## config.mk

```make
export PLATFORM = sky130hd
export DESIGN_NAME = ddrci_top
export DESIGN_NICKNAME = d
export VERILOG_FILES = /design/src/rtl/ddrci_pkg.sv /design/src/rtl/ddrci_top.sv /design/src/rtl/ddrci_fifo.sv
export SDC_FILE = /design/constraint.sdc
export NUM_CORES = 1
export LEC_CHECK = 0
export ABC_CLOCK_PERIOD_IN_PS = 14400
export BUFFER_PORTS_ARGS = -buffer_cell sky130_fd_sc_hd__buf_2
export CAP_MARGIN = 20
export CORE_MARGIN = 2
export CORE_UTILIZATION = 25
export CTS_BUF_LIST = sky130_fd_sc_hd__clkbuf_4 sky130_fd_sc_hd__clkbuf_8
export DETAILED_ROUTE_END_ITERATION = 8
export GPL_TIMING_DRIVEN = 0
export SLEW_MARGIN = 10
export SYNTH_ARGS = -nofsm -noshare
export SYNTH_HDL_FRONTEND = slang
export SYNTH_SLANG_ARGS = --single-unit
```

## constraint.sdc

```tcl
create_clock -name clock -period 14.4 [get_ports clock]
set_input_delay 0.72 -clock clock [delete_from_list [all_inputs] [get_ports clock]]
set_output_delay 0.72 -clock clock [all_outputs]
set_load 0.005 [all_outputs]
```

## src/rtl/ddrci_pkg.sv

```systemverilog
// Shared widths, command encodings and carrier structs for the command port
package ddrci_pkg;

	localparam int BANK_W = 2;
	localparam int NBANK  = 4;
	localparam int ROW_W  = 13;
	localparam int COL_W  = 10;
	localparam int DQ_W   = 16;
	localparam int DM_W   = 2;
	localparam int AP_BIT = 10;
	localparam int AL_MAX = 6;
	localparam int IDX_W  = 3;
	localparam int LAT_W  = 3;
	localparam logic [IDX_W-1:0] LAST_BL4 = 3'h3;
	localparam logic [IDX_W-1:0] LAST_BL8 = 3'h7;
	localparam logic [IDX_W-1:0] MASK_BL4 = 3'h3;
	localparam logic [IDX_W-1:0] MASK_BL8 = 3'h7;
	localparam int FIFO_DEPTH_DEF = 8;

	typedef enum logic [2:0] {
		DDRCI_NOP, DDRCI_ACT, DDRCI_PRE, DDRCI_RD, DDRCI_WR, DDRCI_REF,
		DDRCI_MRS
	} ddrci_cmd_t;

	typedef enum logic [1:0] {DDRCI_IDLE, DDRCI_WAIT, DDRCI_BURST} ddrci_st_t;

	typedef struct packed {
		logic              ck;
		logic              ck_c;
		logic              cke;
		logic              cs_n;
		logic              ras_n;
		logic              cas_n;
		logic              we_n;
		logic [BANK_W-1:0] ba;
		logic [ROW_W-1:0]  addr;
		logic [DQ_W-1:0]   dq;
		logic [DM_W-1:0]   dm;
	} ddrci_pins_t;

	typedef struct packed {
		ddrci_cmd_t        kind;
		logic [BANK_W-1:0] bank;
		logic [ROW_W-1:0]  addr;
	} ddrci_req_t;

	typedef struct packed {
		logic              v;
		logic [BANK_W-1:0] bank;
		logic [COL_W-1:0]  col;
		logic              wr;
		logic              ap;
	} ddrci_col_t;

	typedef struct packed {
		logic [BANK_W-1:0] bank;
		logic [ROW_W-1:0]  row;
		logic [COL_W-1:0]  col;
		logic              wr;
		logic              rise;
	} ddrci_beat_t;

	typedef struct packed {
		logic [BANK_W-1:0] bank;
		logic [ROW_W-1:0]  row;
		logic [COL_W-1:0]  col;
		logic [DQ_W-1:0]   data;
		logic [DM_W-1:0]   byte_en;
	} ddrci_wdat_t;

endpackage : ddrci_pkg

```

## src/rtl/ddrci_top.sv

```systemverilog
// Memory-side command decode, bank tracking, posted latency and bursts
`timescale 1ns/1ps

// How it works
// - Commands and addresses are taken only where true clock rises, complement falls.
// - Burst beats are timed on both clock crossings, two per clock period.
// - Clock gate sampled low suspends internal ticks from the next crossing on.
// - Gate low with all banks idle enters power-down or self-refresh.
// - Bank-select inputs pick which of four banks a command acts on.
// - Activate captures all thirteen address bits as the bank's open row.
// - Column taken from ten low address bits; bit ten requests auto-precharge.
// - Auto-precharge closes the accessed bank after the burst's last beat.
// - Bursts of four or eight beats in sequential or interleaved order.
// - Column commands are posted by an additive latency of zero to six.
// - Write data is expected one clock earlier than read data when the CAS latency is two or more.
// - Commands are ignored while chip-select is sampled high.
// - Row strobe low, column high: write-enable picks activate or precharge.
// - Column strobe low, row high: write-enable picks read or write.
// - Write bytes whose mask is high are discarded per lane.
module ddrci_top #(
	parameter int FIFO_DEPTH = ddrci_pkg::FIFO_DEPTH_DEF
) (
	input  wire logic                              clock,
	input  wire logic                              reset_n,
	input  wire logic                              clk_en,
	input  wire logic                              ck_pin,
	input  wire logic                              clock_complement,
	input  wire logic                              cke_pin,
	input  wire logic                              cs_n_pin,
	input  wire logic                              ras_n_pin,
	input  wire logic                              cas_n_pin,
	input  wire logic                              we_n_pin,
	input  wire logic [ddrci_pkg::BANK_W-1:0]      bank_select_inputs,
	input  wire logic [ddrci_pkg::ROW_W-1:0]       multiplexed_address_inputs,
	input  wire logic [ddrci_pkg::DQ_W-1:0]        dq_pin,
	input  wire logic                              low_byte_mask,
	input  wire logic                              high_byte_mask,
	input  wire logic                              burst_len_8,
	input  wire logic                              burst_interleave,
	input  wire logic [ddrci_pkg::LAT_W-1:0]       cas_latency,
	input  wire logic [ddrci_pkg::LAT_W-1:0]       additive_latency,
	input  wire logic                              wr_out_ready,
	output ddrci_pkg::ddrci_req_t                  cmd_r,
	output logic                                   cmd_valid_r,
	output logic [ddrci_pkg::NBANK-1:0]            banks_open_r,
	output ddrci_pkg::ddrci_beat_t                 beat_r,
	output logic                                   beat_valid_r,
	output logic                                   auto_pre_r,
	output logic                                   low_power_r,
	output logic                                   self_refresh_r,
	output logic                                   wr_drop_r,
	output logic                                   wr_out_valid,
	output ddrci_pkg::ddrci_wdat_t                 wr_out_data
);

	localparam int NB = ddrci_pkg::NBANK;
	localparam int AM = ddrci_pkg::AL_MAX;
	localparam int LW = ddrci_pkg::LAT_W;
	localparam int IW = ddrci_pkg::IDX_W;
	localparam int CW = ddrci_pkg::COL_W;

	if (FIFO_DEPTH < 2) begin : g_chk
		$error("ddrci_top: FIFO_DEPTH must be at least 2");
	end

	ddrci_pkg::ddrci_pins_t pin_w;
	ddrci_pkg::ddrci_pins_t sync1_r;
	ddrci_pkg::ddrci_pins_t p;
	logic                   ck_prev_r;
	logic                   cke_q_r;

	assign pin_w = '{ck: ck_pin, ck_c: clock_complement, cke: cke_pin,
		cs_n: cs_n_pin, ras_n: ras_n_pin, cas_n: cas_n_pin, we_n: we_n_pin,
		ba: bank_select_inputs, addr: multiplexed_address_inputs,
		dq: dq_pin, dm: {high_byte_mask, low_byte_mask}};

	// Pins are asynchronous to clock; only the second stage is read
	always_ff @(posedge clock) begin
		if (!reset_n) begin
			sync1_r <= '0;
			p       <= '0;
		end else if (clk_en) begin
			sync1_r <= pin_w;
			p       <= sync1_r;
		end
	end

	// Crossing detection on the synchronised pair
	wire rise_x = p.ck & ~p.ck_c & ~ck_prev_r;
	wire fall_x = ~p.ck & p.ck_c & ck_prev_r;
	wire tick_r = rise_x & cke_q_r;
	wire tick_f = fall_x & cke_q_r;
	wire edge_x = tick_r | tick_f;

	// Command decode
	wire cmd_ok = tick_r & ~p.cs_n;
	wire act_c  = cmd_ok & ~p.ras_n & p.cas_n & p.we_n;
	wire pre_c  = cmd_ok & ~p.ras_n & p.cas_n & ~p.we_n;
	wire rd_c   = cmd_ok & p.ras_n & ~p.cas_n & p.we_n;
	wire wr_c   = cmd_ok & p.ras_n & ~p.cas_n & ~p.we_n;
	wire ref_c  = cmd_ok & ~p.ras_n & ~p.cas_n & p.we_n;
	wire mrs_c  = cmd_ok & ~p.ras_n & ~p.cas_n & ~p.we_n;
	wire col_c  = rd_c | wr_c;

	ddrci_pkg::ddrci_cmd_t kind_w;
	assign kind_w = act_c ? ddrci_pkg::DDRCI_ACT :
		pre_c ? ddrci_pkg::DDRCI_PRE :
		rd_c  ? ddrci_pkg::DDRCI_RD  :
		wr_c  ? ddrci_pkg::DDRCI_WR  :
		ref_c ? ddrci_pkg::DDRCI_REF :
		mrs_c ? ddrci_pkg::DDRCI_MRS : ddrci_pkg::DDRCI_NOP;

	ddrci_pkg::ddrci_col_t new_col;
	assign new_col = '{v: col_c, bank: p.ba,
		col: p.addr[CW-1:0], wr: wr_c,
		ap: p.addr[ddrci_pkg::AP_BIT]};

	// Posted column commands wait in a shift line indexed by latency
	ddrci_pkg::ddrci_col_t post_r [AM];
	ddrci_pkg::ddrci_col_t post_nxt [AM];
	ddrci_pkg::ddrci_col_t iss;

	for (genvar i = 0; i < AM; i++) begin : g_post
		ddrci_pkg::ddrci_col_t down;
		if (i == AM - 1) begin : g_end
			assign down = '0;
		end else begin : g_mid
			assign down = post_r[i+1];
		end
		assign post_nxt[i] = !tick_r ? post_r[i] :
			(col_c && additive_latency == LW'(i + 1)) ? new_col :
			down;
	end

	assign iss = !tick_r ? '0 :
		(col_c && additive_latency == '0) ? new_col : post_r[0];

	// Access engine
	ddrci_pkg::ddrci_st_t   st_r;
	ddrci_pkg::ddrci_st_t   st_nxt;
	ddrci_pkg::ddrci_col_t  acc_r;
	logic [LW-1:0]          cnt_r;
	logic [IW-1:0]          idx_r;
	logic [ddrci_pkg::ROW_W-1:0] rows_w [NB];

	wire [LW-1:0] lat_raw = iss.wr ? cas_latency - LW'(1) : cas_latency;
	wire [LW-1:0] lat_w   = (lat_raw == '0) ? LW'(1) : lat_raw;
	wire          beat_now = edge_x &&
		((st_r == ddrci_pkg::DDRCI_WAIT && cnt_r == LW'(1) && tick_r) ||
		st_r == ddrci_pkg::DDRCI_BURST);
	wire [IW-1:0] last_idx = burst_len_8 ? ddrci_pkg::LAST_BL8 :
		ddrci_pkg::LAST_BL4;
	wire [IW-1:0] ord_mask = burst_len_8 ? ddrci_pkg::MASK_BL8 :
		ddrci_pkg::MASK_BL4;
	wire [IW-1:0] start_lo = acc_r.col[IW-1:0];
	wire [IW-1:0] ord_lo   = burst_interleave ? (start_lo ^ idx_r) :
		(start_lo + idx_r);
	wire [CW-1:0] beat_col = (acc_r.col & ~CW'(ord_mask)) |
		CW'(ord_lo & ord_mask);
	wire          burst_end = beat_now && idx_r == last_idx;
	wire          ap_fire   = burst_end & acc_r.ap;

	always_comb begin
		st_nxt = st_r;
		if (iss.v) begin
			st_nxt = ddrci_pkg::DDRCI_WAIT;
		end else if (burst_end) begin
			st_nxt = ddrci_pkg::DDRCI_IDLE;
		end else if (beat_now) begin
			st_nxt = ddrci_pkg::DDRCI_BURST;
		end
	end

	// Bank state: one open flag and row per bank
	logic [NB-1:0] open_nxt;
	logic [ddrci_pkg::ROW_W-1:0] row_r [NB];
	logic [ddrci_pkg::ROW_W-1:0] row_nxt [NB];

	for (genvar b = 0; b < NB; b++) begin : g_bank
		wire hit   = p.ba == ddrci_pkg::BANK_W'(b);
		wire close = (pre_c & (hit | p.addr[ddrci_pkg::AP_BIT])) |
			(ap_fire && acc_r.bank == ddrci_pkg::BANK_W'(b));
		assign open_nxt[b] = (act_c & hit) | (banks_open_r[b] & ~close);
		assign row_nxt[b]  = (act_c & hit) ? p.addr : row_r[b];
		assign rows_w[b]   = row_r[b];
	end

	wire all_idle = banks_open_r == '0;
	wire cke_drop = tick_r & ~p.cke;

	// Write path; a full buffer drops the beat since the link cannot wait
	ddrci_pkg::ddrci_wdat_t wd_in;
	wire wd_valid = beat_now & acc_r.wr;
	wire wd_ready;
	wire [ddrci_pkg::DM_W-1:0] ben = ~p.dm;

	assign wd_in = '{bank: acc_r.bank, row: rows_w[acc_r.bank],
		col: beat_col, byte_en: ben,
		data: p.dq & {{8{ben[1]}}, {8{ben[0]}}}};

	ddrci_fifo #(
		.WIDTH ($bits(ddrci_pkg::ddrci_wdat_t)),
		.DEPTH (FIFO_DEPTH)
	) u_wbuf (
		.clock     (clock),
		.reset_n   (reset_n),
		.clk_en    (clk_en),
		.in_valid  (wd_valid),
		.in_ready  (wd_ready),
		.in_data   (wd_in),
		.out_valid (wr_out_valid),
		.out_ready (wr_out_ready),
		.out_data  (wr_out_data)
	);

	always_ff @(posedge clock) begin
		if (!reset_n) begin
			ck_prev_r <= 1'b0;
			cke_q_r   <= 1'b0;
			post_r    <= '{default: '0};
			row_r     <= '{default: '0};
			banks_open_r <= '0;
		end else if (clk_en) begin
			ck_prev_r <= p.ck;
			if (rise_x) begin
				cke_q_r <= p.cke;
			end
			post_r       <= post_nxt;
			row_r        <= row_nxt;
			banks_open_r <= open_nxt;
		end
	end

	always_ff @(posedge clock) begin
		if (!reset_n) begin
			st_r  <= ddrci_pkg::DDRCI_IDLE;
			acc_r <= '0;
			cnt_r <= '0;
			idx_r <= '0;
		end else if (clk_en) begin
			st_r <= st_nxt;
			if (iss.v) begin
				acc_r <= iss;
				cnt_r <= lat_w;
				idx_r <= '0;
			end else begin
				if (tick_r && st_r == ddrci_pkg::DDRCI_WAIT) begin
					cnt_r <= cnt_r - LW'(1);
				end
				if (beat_now) begin
					idx_r <= idx_r + IW'(1);
				end
			end
		end
	end

	// Status and event outputs
	always_ff @(posedge clock) begin
		if (!reset_n) begin
			cmd_r          <= '0;
			cmd_valid_r    <= 1'b0;
			beat_r         <= '0;
			beat_valid_r   <= 1'b0;
			auto_pre_r     <= 1'b0;
			low_power_r    <= 1'b0;
			self_refresh_r <= 1'b0;
			wr_drop_r      <= 1'b0;
		end else if (clk_en) begin
			cmd_valid_r  <= cmd_ok;
			if (cmd_ok) begin
				cmd_r <= '{kind: kind_w, bank: p.ba, addr: p.addr};
			end
			beat_valid_r <= beat_now;
			beat_r       <= '{bank: acc_r.bank, row: rows_w[acc_r.bank],
				col: beat_col, wr: acc_r.wr, rise: tick_r};
			auto_pre_r   <= ap_fire;
			if (wd_valid & ~wd_ready) begin
				wr_drop_r <= 1'b1;
			end
			if (rise_x & p.cke) begin
				low_power_r    <= 1'b0;
				self_refresh_r <= 1'b0;
			end else if (cke_drop & all_idle & ref_c) begin
				self_refresh_r <= 1'b1;
			end else if (cke_drop & all_idle & ~ref_c) begin
				low_power_r <= 1'b1;
			end
		end
	end

endmodule : ddrci_top

```

## src/rtl/ddrci_fifo.sv

```systemverilog
// Shift-register FIFO with registered outputs and ready on both sides
`timescale 1ns/1ps
module ddrci_fifo #(
	parameter int WIDTH = 8,
	parameter int DEPTH = 8
) (
	input  wire logic             clock,
	input  wire logic             reset_n,
	input  wire logic             clk_en,
	input  wire logic             in_valid,
	output logic                  in_ready,
	input  wire logic [WIDTH-1:0] in_data,
	output logic                  out_valid,
	input  wire logic             out_ready,
	output logic [WIDTH-1:0]      out_data
);

	localparam int CW = $clog2(DEPTH + 1);

	if (DEPTH < 2 || WIDTH < 1) begin : g_chk
		$error("ddrci_fifo: DEPTH must be at least 2");
	end

	logic [WIDTH-1:0] mem_r [DEPTH];
	logic [WIDTH-1:0] mem_nxt [DEPTH];
	logic [CW-1:0]    cnt_r;
	logic [CW-1:0]    cnt_nxt;
	logic [CW-1:0]    wr_at;
	logic [DEPTH-1:0] vld_r;
	logic [DEPTH-1:0] vld_nxt;
	wire              push = in_valid & ~vld_r[DEPTH-1];
	wire              pop  = vld_r[0] & out_ready;

	// Entries shift toward slot 0 so the head is always a flop
	assign cnt_nxt = cnt_r + CW'(push) - CW'(pop);
	assign wr_at   = pop ? cnt_r - CW'(1) : cnt_r;

	for (genvar i = 0; i < DEPTH; i++) begin : g_ent
		wire [WIDTH-1:0] shifted;
		if (i == DEPTH - 1) begin : g_last
			assign shifted = mem_r[i];
		end else begin : g_mid
			assign shifted = pop ? mem_r[i+1] : mem_r[i];
		end
		assign mem_nxt[i] = (push && wr_at == CW'(i)) ? in_data : shifted;
		assign vld_nxt[i] = cnt_nxt > CW'(i);
	end

	always_ff @(posedge clock) begin
		if (!reset_n) begin
			cnt_r <= '0;
			vld_r <= '0;
		end else if (clk_en) begin
			cnt_r <= cnt_nxt;
			vld_r <= vld_nxt;
		end
	end

	always_ff @(posedge clock) begin
		if (clk_en) begin
			mem_r <= mem_nxt;
		end
	end

	assign in_ready  = ~vld_r[DEPTH-1];
	assign out_valid = vld_r[0];
	assign out_data  = mem_r[0];

endmodule : ddrci_fifo

```

==> results.yml, run 1 <==
yosys:
  synth_top_cells_by_area: "sky130_fd_sc_hd__edfxtp_1, sky130_fd_sc_hd__dfxtp_1, sky130_fd_sc_hd__mux2_2, sky130_fd_sc_hd__mux2i_1, sky130_fd_sc_hd__mux2_1"
  synth_top_family_by_area: "multiplexers"
  ys_seq_area_share_pct: 61.0
  synth_simple_gate_area_share_pct: 7.64
  synth.yosys.warnings: 0
  synth_largest_area_cell: "sky130_fd_sc_hd__edfxtp_1"
  synth-edff-count: 344
  synth-xor-area-share_pct: 0.292
  synth_flop_cell: "sky130_fd_sc_hd__edfxtp_1"
  synth_async_sr_flop_share_pct: 0
  mappedNetlistNets: 2181
  synth_top_cell_area_share_pct: 38.3
  synthMuxAreaShare_pct: 20.6
  distinct_cell_type_count_of_the_synthesized_netlist: 69
  synth.avg_cell_area_um2: 12.8
  synthesis.instances: 2114
  yosys_register_bits: 651
  synth-adder-area-share_pct: 0.751
  synthesized_area_fraction_occupied_by_ao_oa_aoi_and_oai_cells_pct: 6.50
  synth.cell_area_mm2: 0.0270
global_route:
  grt_first_pass_wirelength_um: 108000
  grt_busiest_layer: "met2"
  grt_pass1_vias: 17400
  met3_usage_pct: 3.70
  global_route.usage.met2_pct: 21.1
  pin_count_of_the_biggest_net_entering_global_routing: 29
  global_route.usage.met1_pct: 15.8
  grt_antenna_before_repair: 8
  grt_use_total_pct: 12.8
  grt_remaining_overflow: 0
clock_tree:
  clock_insertion_delay_worst_skew_ps: 740
  cts_post_setup_buffers_inserted: 0
  cts_resized: 0
  clk_pin_slew_ps: 60
  cts-htree-levels: 3
  clock-root-buffer: "sky130_fd_sc_hd__clkbuf_8"
  cts_inserted_buffers: 109
  tritoncts: "done"
  cts_hold_buf: 0
  cts-root-to-sink-buffers: 3
  cts.sinks: 651
routing:
  wl_per_cell_um: 18.3
  drt.antenna.violating_nets: 0
  first_iter_violations: 1055
  remaining_drc_errors: 0
  routed-via-count: 17000
  number_of_vias_per_cell_after_detailed_routing: 4.37
  drt_wl_total_um: 71200
  drt_pass1_iterations: 7
floorplan:
  placeableCoreArea_mm2: 0.107
  floorplan.die.height_um: 333
  placementRows: 120
  die_width_um: 333
  die_area_mm2: 0.111
  initial_core_util_pct: 25.2
  ioPinCount: 151
pwr:
  power_report.internal_total_w: 0.00299
  net-switching-power_w: 0.000891
  clock_network_fraction_of_total_power_pct: 43.6
  leakagePower_nw: 11.3
  vdd_drop_max_mv: 0.0653
  comb_power_share_pct: 4.4
  power_frac_seq_pct: 52.0
  switching_part_of_the_total_power_pct: 23.0
  cellPowerDensity_mw_per_mm2: 121
setup_path:
  slowest_delay_ps: 660
  timing.setup.critical_path_class: "flip-flop to flip-flop"
  slowest_stage: "sky130_fd_sc_hd__nor3_4"
  cp.buffers_inverters: 3
  worst_path_most_repeated_cell: "sky130_fd_sc_hd__nand2_1"
  crit_fanout: 25
  critical_path.top_delay_family: "simple AND/OR/NAND/NOR gates"
  worstPathRequired_ps: 14800
  cp_cell_sequence: "nand2_1, inv_1, ha_1, nand2_1, nor3_4, buf_6, o21a_2, buf_12"
  arrival_ps: 4050
  crit_end_category: "flip-flop"
  setup.worst_path.start_class: "flip-flop"
sta:
  achievable-frequency_mhz: 275
  postLayoutSetupSlackWorst_ps: 10760
  timing.final.hold_violations: 0
  totalNegativeSetupSlack_ps: 0
  rsz_0062_raised_after_global_routing: "false"
  final.period_utilization_pct: 25.3
  clock_skew_ps: 43.8
  final_number_of_setup_violating_endpoints: 0
  slew-limit-headroom_pct: 30.5
  worst_pin_slew_ps: 1040
  clock_period_minus_final_worst_setup_slack_ps: 3640
  slew_viol_final: 0
place:
  numPortBuffers: 149
  detailedPlacementHpwl_um: 52600
  gpl.final_weighted_congestion: 0.814
  place_ws_ps: 10190
layout:
  layout_commonest_cell: "sky130_fd_sc_hd__edfxtp_1"
  number_of_nets_in_the_final_layout: 2457
  commonest_cells_after_routing_fill_and_taps_aside: "sky130_fd_sc_hd__edfxtp_1, sky130_fd_sc_hd__dfxtp_1, sky130_fd_sc_hd__mux2_2"
  final_layout_size_suffix_gt1_share_pct: 26.0
  growth_of_design_area_from_synthesis_to_finish_pct: 18.9
flow_run:
  timing.max_cap.violations: 0
status:
  run_status: "finished, final reports clean"
worst_hold_path:
  min_path_type: "input port to flip-flop"
==> routing by layer <==
metal / up-vias / share of wire (%)
li1: 8273 / -
met1: 8171 / 43
met2: 421 / 47
met3: 113 / 6.9
met4: 4 / 3.0
met5: - / 0.038
==> path summary, 6_finish.rpt <==
kind | startpoint | to | slack [ps] | cells after the start
min | dq_pin[14] | sync1_r[16]$_SDFFE_PN0P_ | 220 | 3
min reg2reg | g_post[3].down[1]$_SDFFE_PN0P_ | g_post[3].down[1]$_SDFFE_PN0P_ | 450 | 2
max reg2reg | u_wbuf.vld_r[0]$_SDFFE_PN0P_ | u_wbuf.mem_r[241]$_DFFE_PP_ | 10760 | 8
max | u_wbuf.vld_r[0]$_SDFFE_PN0P_ | u_wbuf.mem_r[241]$_DFFE_PP_ | 10760 | 8
==> synth_stat cells (4+ instances only) <==
cell,n
sky130_fd_sc_hd__edfxtp_1,344
sky130_fd_sc_hd__dfxtp_1,307
sky130_fd_sc_hd__mux2_2,205
sky130_fd_sc_hd__mux2i_1,187
sky130_fd_sc_hd__nor2_1,182
sky130_fd_sc_hd__nand2_1,162
sky130_fd_sc_hd__a21oi_1,153
sky130_fd_sc_hd__mux2_1,96
sky130_fd_sc_hd__clkbuf_1,94
sky130_fd_sc_hd__o21ai_0,73
sky130_fd_sc_hd__a211oi_1,31
sky130_fd_sc_hd__buf_2,27
sky130_fd_sc_hd__inv_1,23
sky130_fd_sc_hd__buf_1,22
sky130_fd_sc_hd__nor2b_1,22
sky130_fd_sc_hd__nand3_1,18
sky130_fd_sc_hd__buf_6,16
sky130_fd_sc_hd__a22oi_1,15
sky130_fd_sc_hd__ha_1,13
sky130_fd_sc_hd__mux4_2,13
sky130_fd_sc_hd__nor3_1,11
sky130_fd_sc_hd__nand2b_1,9
sky130_fd_sc_hd__xnor2_1,8
sky130_fd_sc_hd__o21a_1,7
sky130_fd_sc_hd__nand4_1,6
sky130_fd_sc_hd__and3_1,4
sky130_fd_sc_hd__nor3_4,4
sky130_fd_sc_hd__o21ai_1,4
==> through the flow <==
step / total power, W / hold WS, ps / cells / instance area [um^2] / util (%)
after floorplan: 0.00216 / 403 / 2114 / 27000 / -
after CTS: 0.00393 / 135 / 3885 / 32100 / 30.0
after global routing: 0.00403 / 178 / 3886 / 32100 / 30.0
after detailed placement: 0.00223 / 445 / 3682 / 29800 / 27.8
final: 0.00388 / 221 / 3886 / 32100 / 30.0
after global placement: 0.00222 / 434 / 3666 / 29500 / 27.5
==> final cells by class <==
cell class / instances / area [um^2]
diodes: 1 / 2.50
plain buffers: 162 / 773
clock buffers: 166 / 2050
clock inverters: 37 / 234
fillers: 10900 / 75000
inverters: 23 / 86.3
multi-input cells: 1278 / 9700
flip-flops and latches: 651 / 16500
well taps: 1403 / 1760
repair buffers: 165 / 1000
==> state kept, by name, indices dropped and copies added, names as in the netlist, 3 cells and up <==
name / cells
acc_r: 14
banks_open_r: 4
beat_r: 27
cmd_r: 18
cnt_r: 3
g_post.down: 75
idx_r: 3
new_col: 13
p: 27
post_r: 15
row_r: 52
sync1_r: 40
u_wbuf.cnt_r: 4
u_wbuf.g_ent.shifted: 43
u_wbuf.mem_r: 258
u_wbuf.out_data: 43
==> power by group through the flow <==
stage          Sequential (W)  Clock, W  Combinational [W]
2_1_floorplan         0.00205         0           0.000105
3_3_place_gp          0.00206         0           0.000162
3_5_place_dp          0.00206         0           0.000174
4_1_cts               0.00202   0.00174           0.000175
5_1_grt               0.00202   0.00183           0.000189
6_report              0.00202   0.00169           0.000172
==> cell families (layout without fill, tap and decap cells) <==
kind of cell,after synthesis,in the layout
compound gates,304,304
xor+xnor,9,9
fa+ha+maj,15,15
buf+inv,185,553
flops,651,651
mux,501,501
other cells,0,1
simple gates,449,449
==> worst min-delay path, cell delays in order <==
cell	delay, ps
sky130_fd_sc_hd__buf_2	70
sky130_fd_sc_hd__mux2i_1	50
sky130_fd_sc_hd__nor2_1	80
No activity file was read; power rests on OpenSTA's default activity.
==> inputs of run 2 (changes only) <==
Settings changed: ABC_AREA set to 1, ABC_CLOCK_PERIOD_IN_PS 14400 to 3260.
Clock period 14.4 ns to 3.26 ns, I/O delays scaled along.
==> results.yml, run 2 <==
pwr:
  net-switching-power_w: 0.00390
  leakagePower_nw: 12.4
  clock_network_fraction_of_total_power_pct: 42.4
  power_report.internal_total_w: 0.0132
  power_frac_seq_pct: 52.4
  vdd_drop_max_mv: 0.249
  cellPowerDensity_mw_per_mm2: 537
  switching_part_of_the_total_power_pct: 22.8
  comb_power_share_pct: 5.2
setup_path:
  crit_fanout: 24
  setup.worst_path.start_class: "flip-flop"
  arrival_ps: 3670
  cp_cell_sequence: "nand2_4, inv_2, nand2_2, xor2_2, inv_1, nor2_2, nand3_4, clkbuf_1, a21oi_4, buf_16"
  timing.setup.critical_path_class: "flip-flop to flip-flop"
  cp.buffers_inverters: 4
  critical_path.top_delay_family: "simple AND/OR/NAND/NOR gates"
  slowest_delay_ps: 630
  worstPathRequired_ps: 3680
  crit_end_category: "flip-flop"
  slowest_stage: "sky130_fd_sc_hd__a21oi_4"
  ff2ff_setup_slack_ps: 8
layout:
  finish.cell_count_without_fillers: 4492
  final_layout_size_suffix_gt1_share_pct: 14.0
  growth_of_design_area_from_synthesis_to_finish_pct: 21.3
  layout_commonest_cell: "sky130_fd_sc_hd__o21ai_0"
  commonest_cells_after_routing_fill_and_taps_aside: "sky130_fd_sc_hd__o21ai_0, sky130_fd_sc_hd__nand2_1, sky130_fd_sc_hd__edfxtp_1"
  number_of_nets_in_the_final_layout: 3096
  largest_reg_flops: 258
  max_flop_register: "u_wbuf.mem_r"
yosys:
  yosys_register_bits: 651
  synth_common_cells: "sky130_fd_sc_hd__o21ai_0, sky130_fd_sc_hd__nand2_1, sky130_fd_sc_hd__edfxtp_1"
  mappedNetlistNets: 2774
  synth_top_cell_area_share_pct: 39.3
  synth_async_sr_flop_share_pct: 0
  synthesis.instances: 2707
  synth.avg_cell_area_um2: 9.71
  synth_top_cells_by_area: "sky130_fd_sc_hd__edfxtp_1, sky130_fd_sc_hd__dfxtp_1, sky130_fd_sc_hd__o21ai_0, sky130_fd_sc_hd__nand2_1, sky130_fd_sc_hd__a21oi_1"
  synth_most_common_cell: "sky130_fd_sc_hd__o21ai_0"
  synth_largest_area_cell: "sky130_fd_sc_hd__edfxtp_1"
  synth-edff-count: 344
  distinct_cell_type_count_of_the_synthesized_netlist: 49
  synth.cell_area_mm2: 0.0263
  synth.yosys.warnings: 0
  synth_flop_cell: "sky130_fd_sc_hd__edfxtp_1"
  ys_seq_area_share_pct: 62.7
routing:
  drt_pass1_iterations: 6
  drt.antenna.violating_nets: 0
  number_of_vias_per_cell_after_detailed_routing: 4.41
  drt_wl_total_um: 74000
  first_iter_violations: 1785
  routed-via-count: 19800
  remaining_drc_errors: 0
  wl_per_cell_um: 16.5
clock_tree:
  clk_pin_slew_ps: 60
  clock_insertion_delay_worst_skew_ps: 730
  cts.sinks: 651
  cts-root-to-sink-buffers: 3
  tritoncts: "done"
  cts-htree-levels: 3
  clock-root-buffer: "sky130_fd_sc_hd__clkbuf_8"
  cts_inserted_buffers: 103
sta:
  postLayoutSetupSlackWorst_ps: 8.12
  timing.final.hold_violations: 0
  final.period_utilization_pct: 99.8
  achievable-frequency_mhz: 308
  clock_skew_ps: 46.1
  clock_period_minus_final_worst_setup_slack_ps: 3250
  slew-limit-headroom_pct: 32.0
  final_number_of_setup_violating_endpoints: 0
  worst_pin_slew_ps: 1020
  slew_viol_final: 0
  rsz_0062_raised_after_global_routing: "true"
global_route:
  grt_antenna_before_repair: 7
  grt_use_total_pct: 13.6
  grt_first_pass_wirelength_um: 114000
  pin_count_of_the_biggest_net_entering_global_routing: 27
  grt_remaining_overflow: 0
  grt_pass1_vias: 19300
floorplan:
  die_width_um: 328
  placeableCoreArea_mm2: 0.104
  floorplan.die.height_um: 328
  die_area_mm2: 0.108
  ioPinCount: 151
  placementRows: 118
  initial_core_util_pct: 25.3
worst_hold_path:
  min_path_type: "input port to flip-flop"
place:
  gpl.final_weighted_congestion: 0.858
  placed_cells_incl_taps: 4245
  detailedPlacementHpwl_um: 55700
  place_ws_ps: -216
  numPortBuffers: 149
flow_run:
  timing.max_cap.violations: 0
status:
  run_status: "finished, final reports clean"
==> run 2: cell types whose count changed in the layout (fill, tap and decap cells not counted), moves of 51 or more <==
| cell | previous run | this run |
|---|---|---|
| sky130_fd_sc_hd__nand2_1 | 162 | 412 |
| sky130_fd_sc_hd__dlygate4sd3_1 | 0 | 51 |
| sky130_fd_sc_hd__inv_1 | 23 | 194 |
| sky130_fd_sc_hd__o21ai_0 | 73 | 434 |
| sky130_fd_sc_hd__mux2i_1 | 187 | 0 |
| sky130_fd_sc_hd__mux2_1 | 96 | 0 |
| sky130_fd_sc_hd__nor2_1 | 182 | 282 |
| sky130_fd_sc_hd__mux2_2 | 205 | 0 |
| sky130_fd_sc_hd__a21oi_1 | 150 | 268 |
==> run 2: routing by layer <==
layer	up-vias	track usage [%]	wire, um
li1	9984	-	-
met3	123	3.53	5430
met2	566	21.8	33600
met1	9122	17.8	33000
met4	4	4.68	2020
met5	-	0	27
==> run 2: worst paths after layout <==
check                                 from                          end  depth (start not counted)
max reg2reg   u_wbuf.vld_r[0]$_SDFFE_PN0P_  u_wbuf.mem_r[230]$_DFFE_PP_                         10
min reg2reg         row_r[24]$_SDFFE_PN0P_       row_r[24]$_SDFFE_PN0P_                          2
max           u_wbuf.vld_r[0]$_SDFFE_PN0P_  u_wbuf.mem_r[230]$_DFFE_PP_                         10
min          multiplexed_address_inputs[3]     sync1_r[21]$_SDFFE_PN0P_                          4
==> run 2: worst min-delay path: stages <==
cell and delay (ps):
sky130_fd_sc_hd__dlygate4sd3_1 520, sky130_fd_sc_hd__buf_2 90, sky130_fd_sc_hd__nor2_1 30, sky130_fd_sc_hd__nor2_1 80
==> run 2: stage by stage <==
stage	setup TNS [ps]	total power [W]	utilization (%)	cell area [um^2]	hold WS, ps
after global placement	-258520	0.00992	27.7	28800	391
after detailed placement	-11930	0.00997	28.0	29100	394
after CTS	0	0.0173	30.6	31800	138
after floorplan	-18570	0.00957	-	26300	298
after global routing	-5140	0.0178	30.7	31900	162
final	0	0.0171	30.7	31900	208
==> run 2: timing repair <==
item,4_1_cts,5_1_grt
gates cloned,3,1
pin swaps,3,2
setup buffers,3,1
setup endpoints to repair,136,104
endpoints found under the hold margin,66,0
hold buffers,51,0
gates resized for setup,1,0
==> run 2: layout make-up <==
cell class / count / area [um^2]
fill: 10900 / 72100
sequential: 651 / 16500
multi-input combinational: 1671 / 8230
clock buffer: 156 / 1930
tap: 1380 / 1730
timing repair buffer: 213 / 1560
buffer: 187 / 932
inverter: 202 / 764
clock inverter: 27 / 251
antenna: 5 / 12.5
==> run 2: power groups by stage <==
stage | clock [W] | combinational (W) | sequential [W]
6_report | 0.00725 | 0.000897 | 0.00897
5_1_grt | 0.00778 | 0.000997 | 0.00899
4_1_cts | 0.00742 | 0.000892 | 0.00897
3_5_place_dp | 0 | 0.000827 | 0.00914
3_3_place_gp | 0 | 0.000776 | 0.00915
2_1_floorplan | 0 | 0.000471 | 0.00910
==> run 2: cell families after synthesis <==
kind of cell,Yosys count,synth area share (%)
compound gates,876,17.9
simple gates,767,11.9
flops,651,62.7
buf+inv,389,6.45
fa+ha+maj,15,0.771
xor+xnor,9,0.328
==> inputs of run 3 (changes only) <==
Settings changed: ABC_CLOCK_PERIOD_IN_PS 3260 to 3900, CAP_MARGIN 20 to unset.
Clock period 3.26 ns to 3.9 ns, I/O delays scaled along.
==> results.yml, run 3 (synthesis gave the netlist of run 2 again) <==
setup_path:
  crit_end_category: "flip-flop"
  slowest_delay_ps: 640
  cp_cell_sequence: "nand2_4, inv_2, nand2_2, xor2_2, inv_1, nor2_2, nand3_2, clkbuf_1, a21oi_4, buf_16"
  cp.buffers_inverters: 4
  worstPathRequired_ps: 4330
  setup.worst_path.start_class: "flip-flop"
  crit_fanout: 23
  critical_path.top_delay_family: "simple AND/OR/NAND/NOR gates"
  slowest_stage: "sky130_fd_sc_hd__a21oi_4"
  ff2ff_setup_slack_ps: 440
  arrival_ps: 3890
  timing.setup.critical_path_class: "flip-flop to flip-flop"
place:
  gpl.final_weighted_congestion: 0.858
  detailedPlacementHpwl_um: 55700
  place_ws_ps: 418
  numPortBuffers: 149
  dpl-instance-area_mm2: 0.0291
clock_tree:
  cts-root-to-sink-buffers: 3
  cts_inserted_buffers: 102
  clock_insertion_delay_worst_skew_ps: 740
  cts_resized: 0
  tritoncts: "done"
  cts.sinks: 651
  cts-htree-levels: 3
  clock-root-buffer: "sky130_fd_sc_hd__clkbuf_8"
  clk_pin_slew_ps: 60
routing:
  drt_pass1_iterations: 6
  remaining_drc_errors: 0
  drt.antenna.violating_nets: 0
  number_of_vias_per_cell_after_detailed_routing: 4.41
  first_iter_violations: 1700
  wl_per_cell_um: 16.3
  drt_wl_total_um: 73300
  routed-via-count: 19800
global_route:
  grt_busiest_layer: "met2"
  global_route.usage.met1_pct: 17.6
  grt_remaining_overflow: 0
  grt_first_pass_wirelength_um: 112000
  grt_pass1_vias: 19100
  grt_antenna_before_repair: 6
  met3_usage_pct: 3.41
  grt_use_total_pct: 13.5
  global_route.usage.met2_pct: 21.5
  pin_count_of_the_biggest_net_entering_global_routing: 27
sta:
  worst_pin_slew_ps: 1030
  clock_period_minus_final_worst_setup_slack_ps: 3460
  hold_ws_ps: 224
  slew-limit-headroom_pct: 31.7
  postLayoutSetupSlackWorst_ps: 440
  final_number_of_setup_violating_endpoints: 0
  final.period_utilization_pct: 88.7
  achievable-frequency_mhz: 289
  timing.final.hold_violations: 0
  rsz_0062_raised_after_global_routing: "false"
  clock_skew_ps: 33.5
  slew_viol_final: 0
pwr:
  vdd_drop_max_mv: 0.210
  cellPowerDensity_mw_per_mm2: 445
  power.total_w: 0.0141
  leakagePower_nw: 12.3
worst_hold_path:
  min_path_type: "input port to flip-flop"
layout:
  largest_reg_flops: 258
  layout.core_utilization_pct: 30.5
  growth_of_design_area_from_synthesis_to_finish_pct: 20.6
  final_layout_size_suffix_gt1_share_pct: 13.8
  commonest_cells_after_routing_fill_and_taps_aside: "sky130_fd_sc_hd__o21ai_0, sky130_fd_sc_hd__nand2_1, sky130_fd_sc_hd__edfxtp_1"
  n_fill_cell: 10900
  layout_commonest_cell: "sky130_fd_sc_hd__o21ai_0"
  max_flop_register: "u_wbuf.mem_r"
  number_of_nets_in_the_final_layout: 3086
  post-route-cell-area_mm2: 0.0317
floorplan:
  placeableCoreArea_mm2: 0.104
  die_width_um: 328
  floorplan.die.height_um: 328
  die_area_mm2: 0.108
  placementRows: 118
  ioPinCount: 151
  initial_core_util_pct: 25.3
flow_run:
  timing.max_cap.violations: 0
status:
  run_status: "finished, final reports clean"
[run 3: cell count changes in the layout (fill, tap and decap cells not counted), sizes merged]
cell         change
clkinvlp         -1
nor2             -1
diode            -2
clkbuf           +4
bufinv           -4
inv              +1
buf              -4
a21oi            -3
clkinv           +4
dlygate4sd3      -1
[run 3: per-stage QoR]
stage	setup TNS, ps	std cells
after global routing	0	4484
final	0	4485
after global placement	-51750	4236
after CTS	0	4482
after detailed placement	0	4245
after floorplan	0	2707
[run 3: timing repair]
item	CTS	global route
endpoints found under the hold margin	62	0
setup endpoints to repair	0	0
hold buffers	50	0
buffers inserted	0	0
[run 3: cell type report]
type | count | area, um^2 | area share [%]
Inverter | 202 | 764 | 2.41
Timing Repair Buffer | 208 | 1480 | 4.67
Multi-Input combinational cell | 1667 | 8200 | 25.9
Antenna cell | 3 | 7.51 | 0.0237
Sequential cell | 651 | 16500 | 52.0
Tap cell | 1380 | 1730 | 5.45
Clock inverter | 27 | 176 | 0.556
Clock buffer | 160 | 1950 | 6.14
Buffer | 187 | 932 | 2.94
[run 3: worst reg2reg max path, cell delays in order (launching register included)]
cell and delay (ps):
sky130_fd_sc_hd__dfxtp_1 550, sky130_fd_sc_hd__nand2_4 260, sky130_fd_sc_hd__inv_2 190, sky130_fd_sc_hd__nand2_2 70
sky130_fd_sc_hd__xor2_2 180, sky130_fd_sc_hd__inv_1 70, sky130_fd_sc_hd__nor2_2 330, sky130_fd_sc_hd__nand3_2 260
sky130_fd_sc_hd__clkbuf_1 340, sky130_fd_sc_hd__a21oi_4 640, sky130_fd_sc_hd__buf_16 240
[run 3: power breakdown]
group,internal [W],switching [W]
registers,0.00740,0.0000968
logic,0.000231,0.000500
clock network,0.00319,0.00271
total,0.0108,0.00331
[run 3: path summary, 6_finish.rpt]
path	start	end	depth (start not counted)
max	u_wbuf.vld_r[0]$_SDFFE_PN0P_	u_wbuf.mem_r[267]$_DFFE_PP_	10
min	dq_pin[14]	sync1_r[16]$_SDFFE_PN0P_	4
max reg2reg	u_wbuf.vld_r[0]$_SDFFE_PN0P_	u_wbuf.mem_r[267]$_DFFE_PP_	10
min reg2reg	row_r[24]$_SDFFE_PN0P_	row_r[24]$_SDFFE_PN0P_	2
[run 3: layer usage]
metal	share of wire [%]	wire length [um]
met1	45	32600
met2	45	32700
met3	7.6	5590
met4	3.2	2360
met5	0.037	27
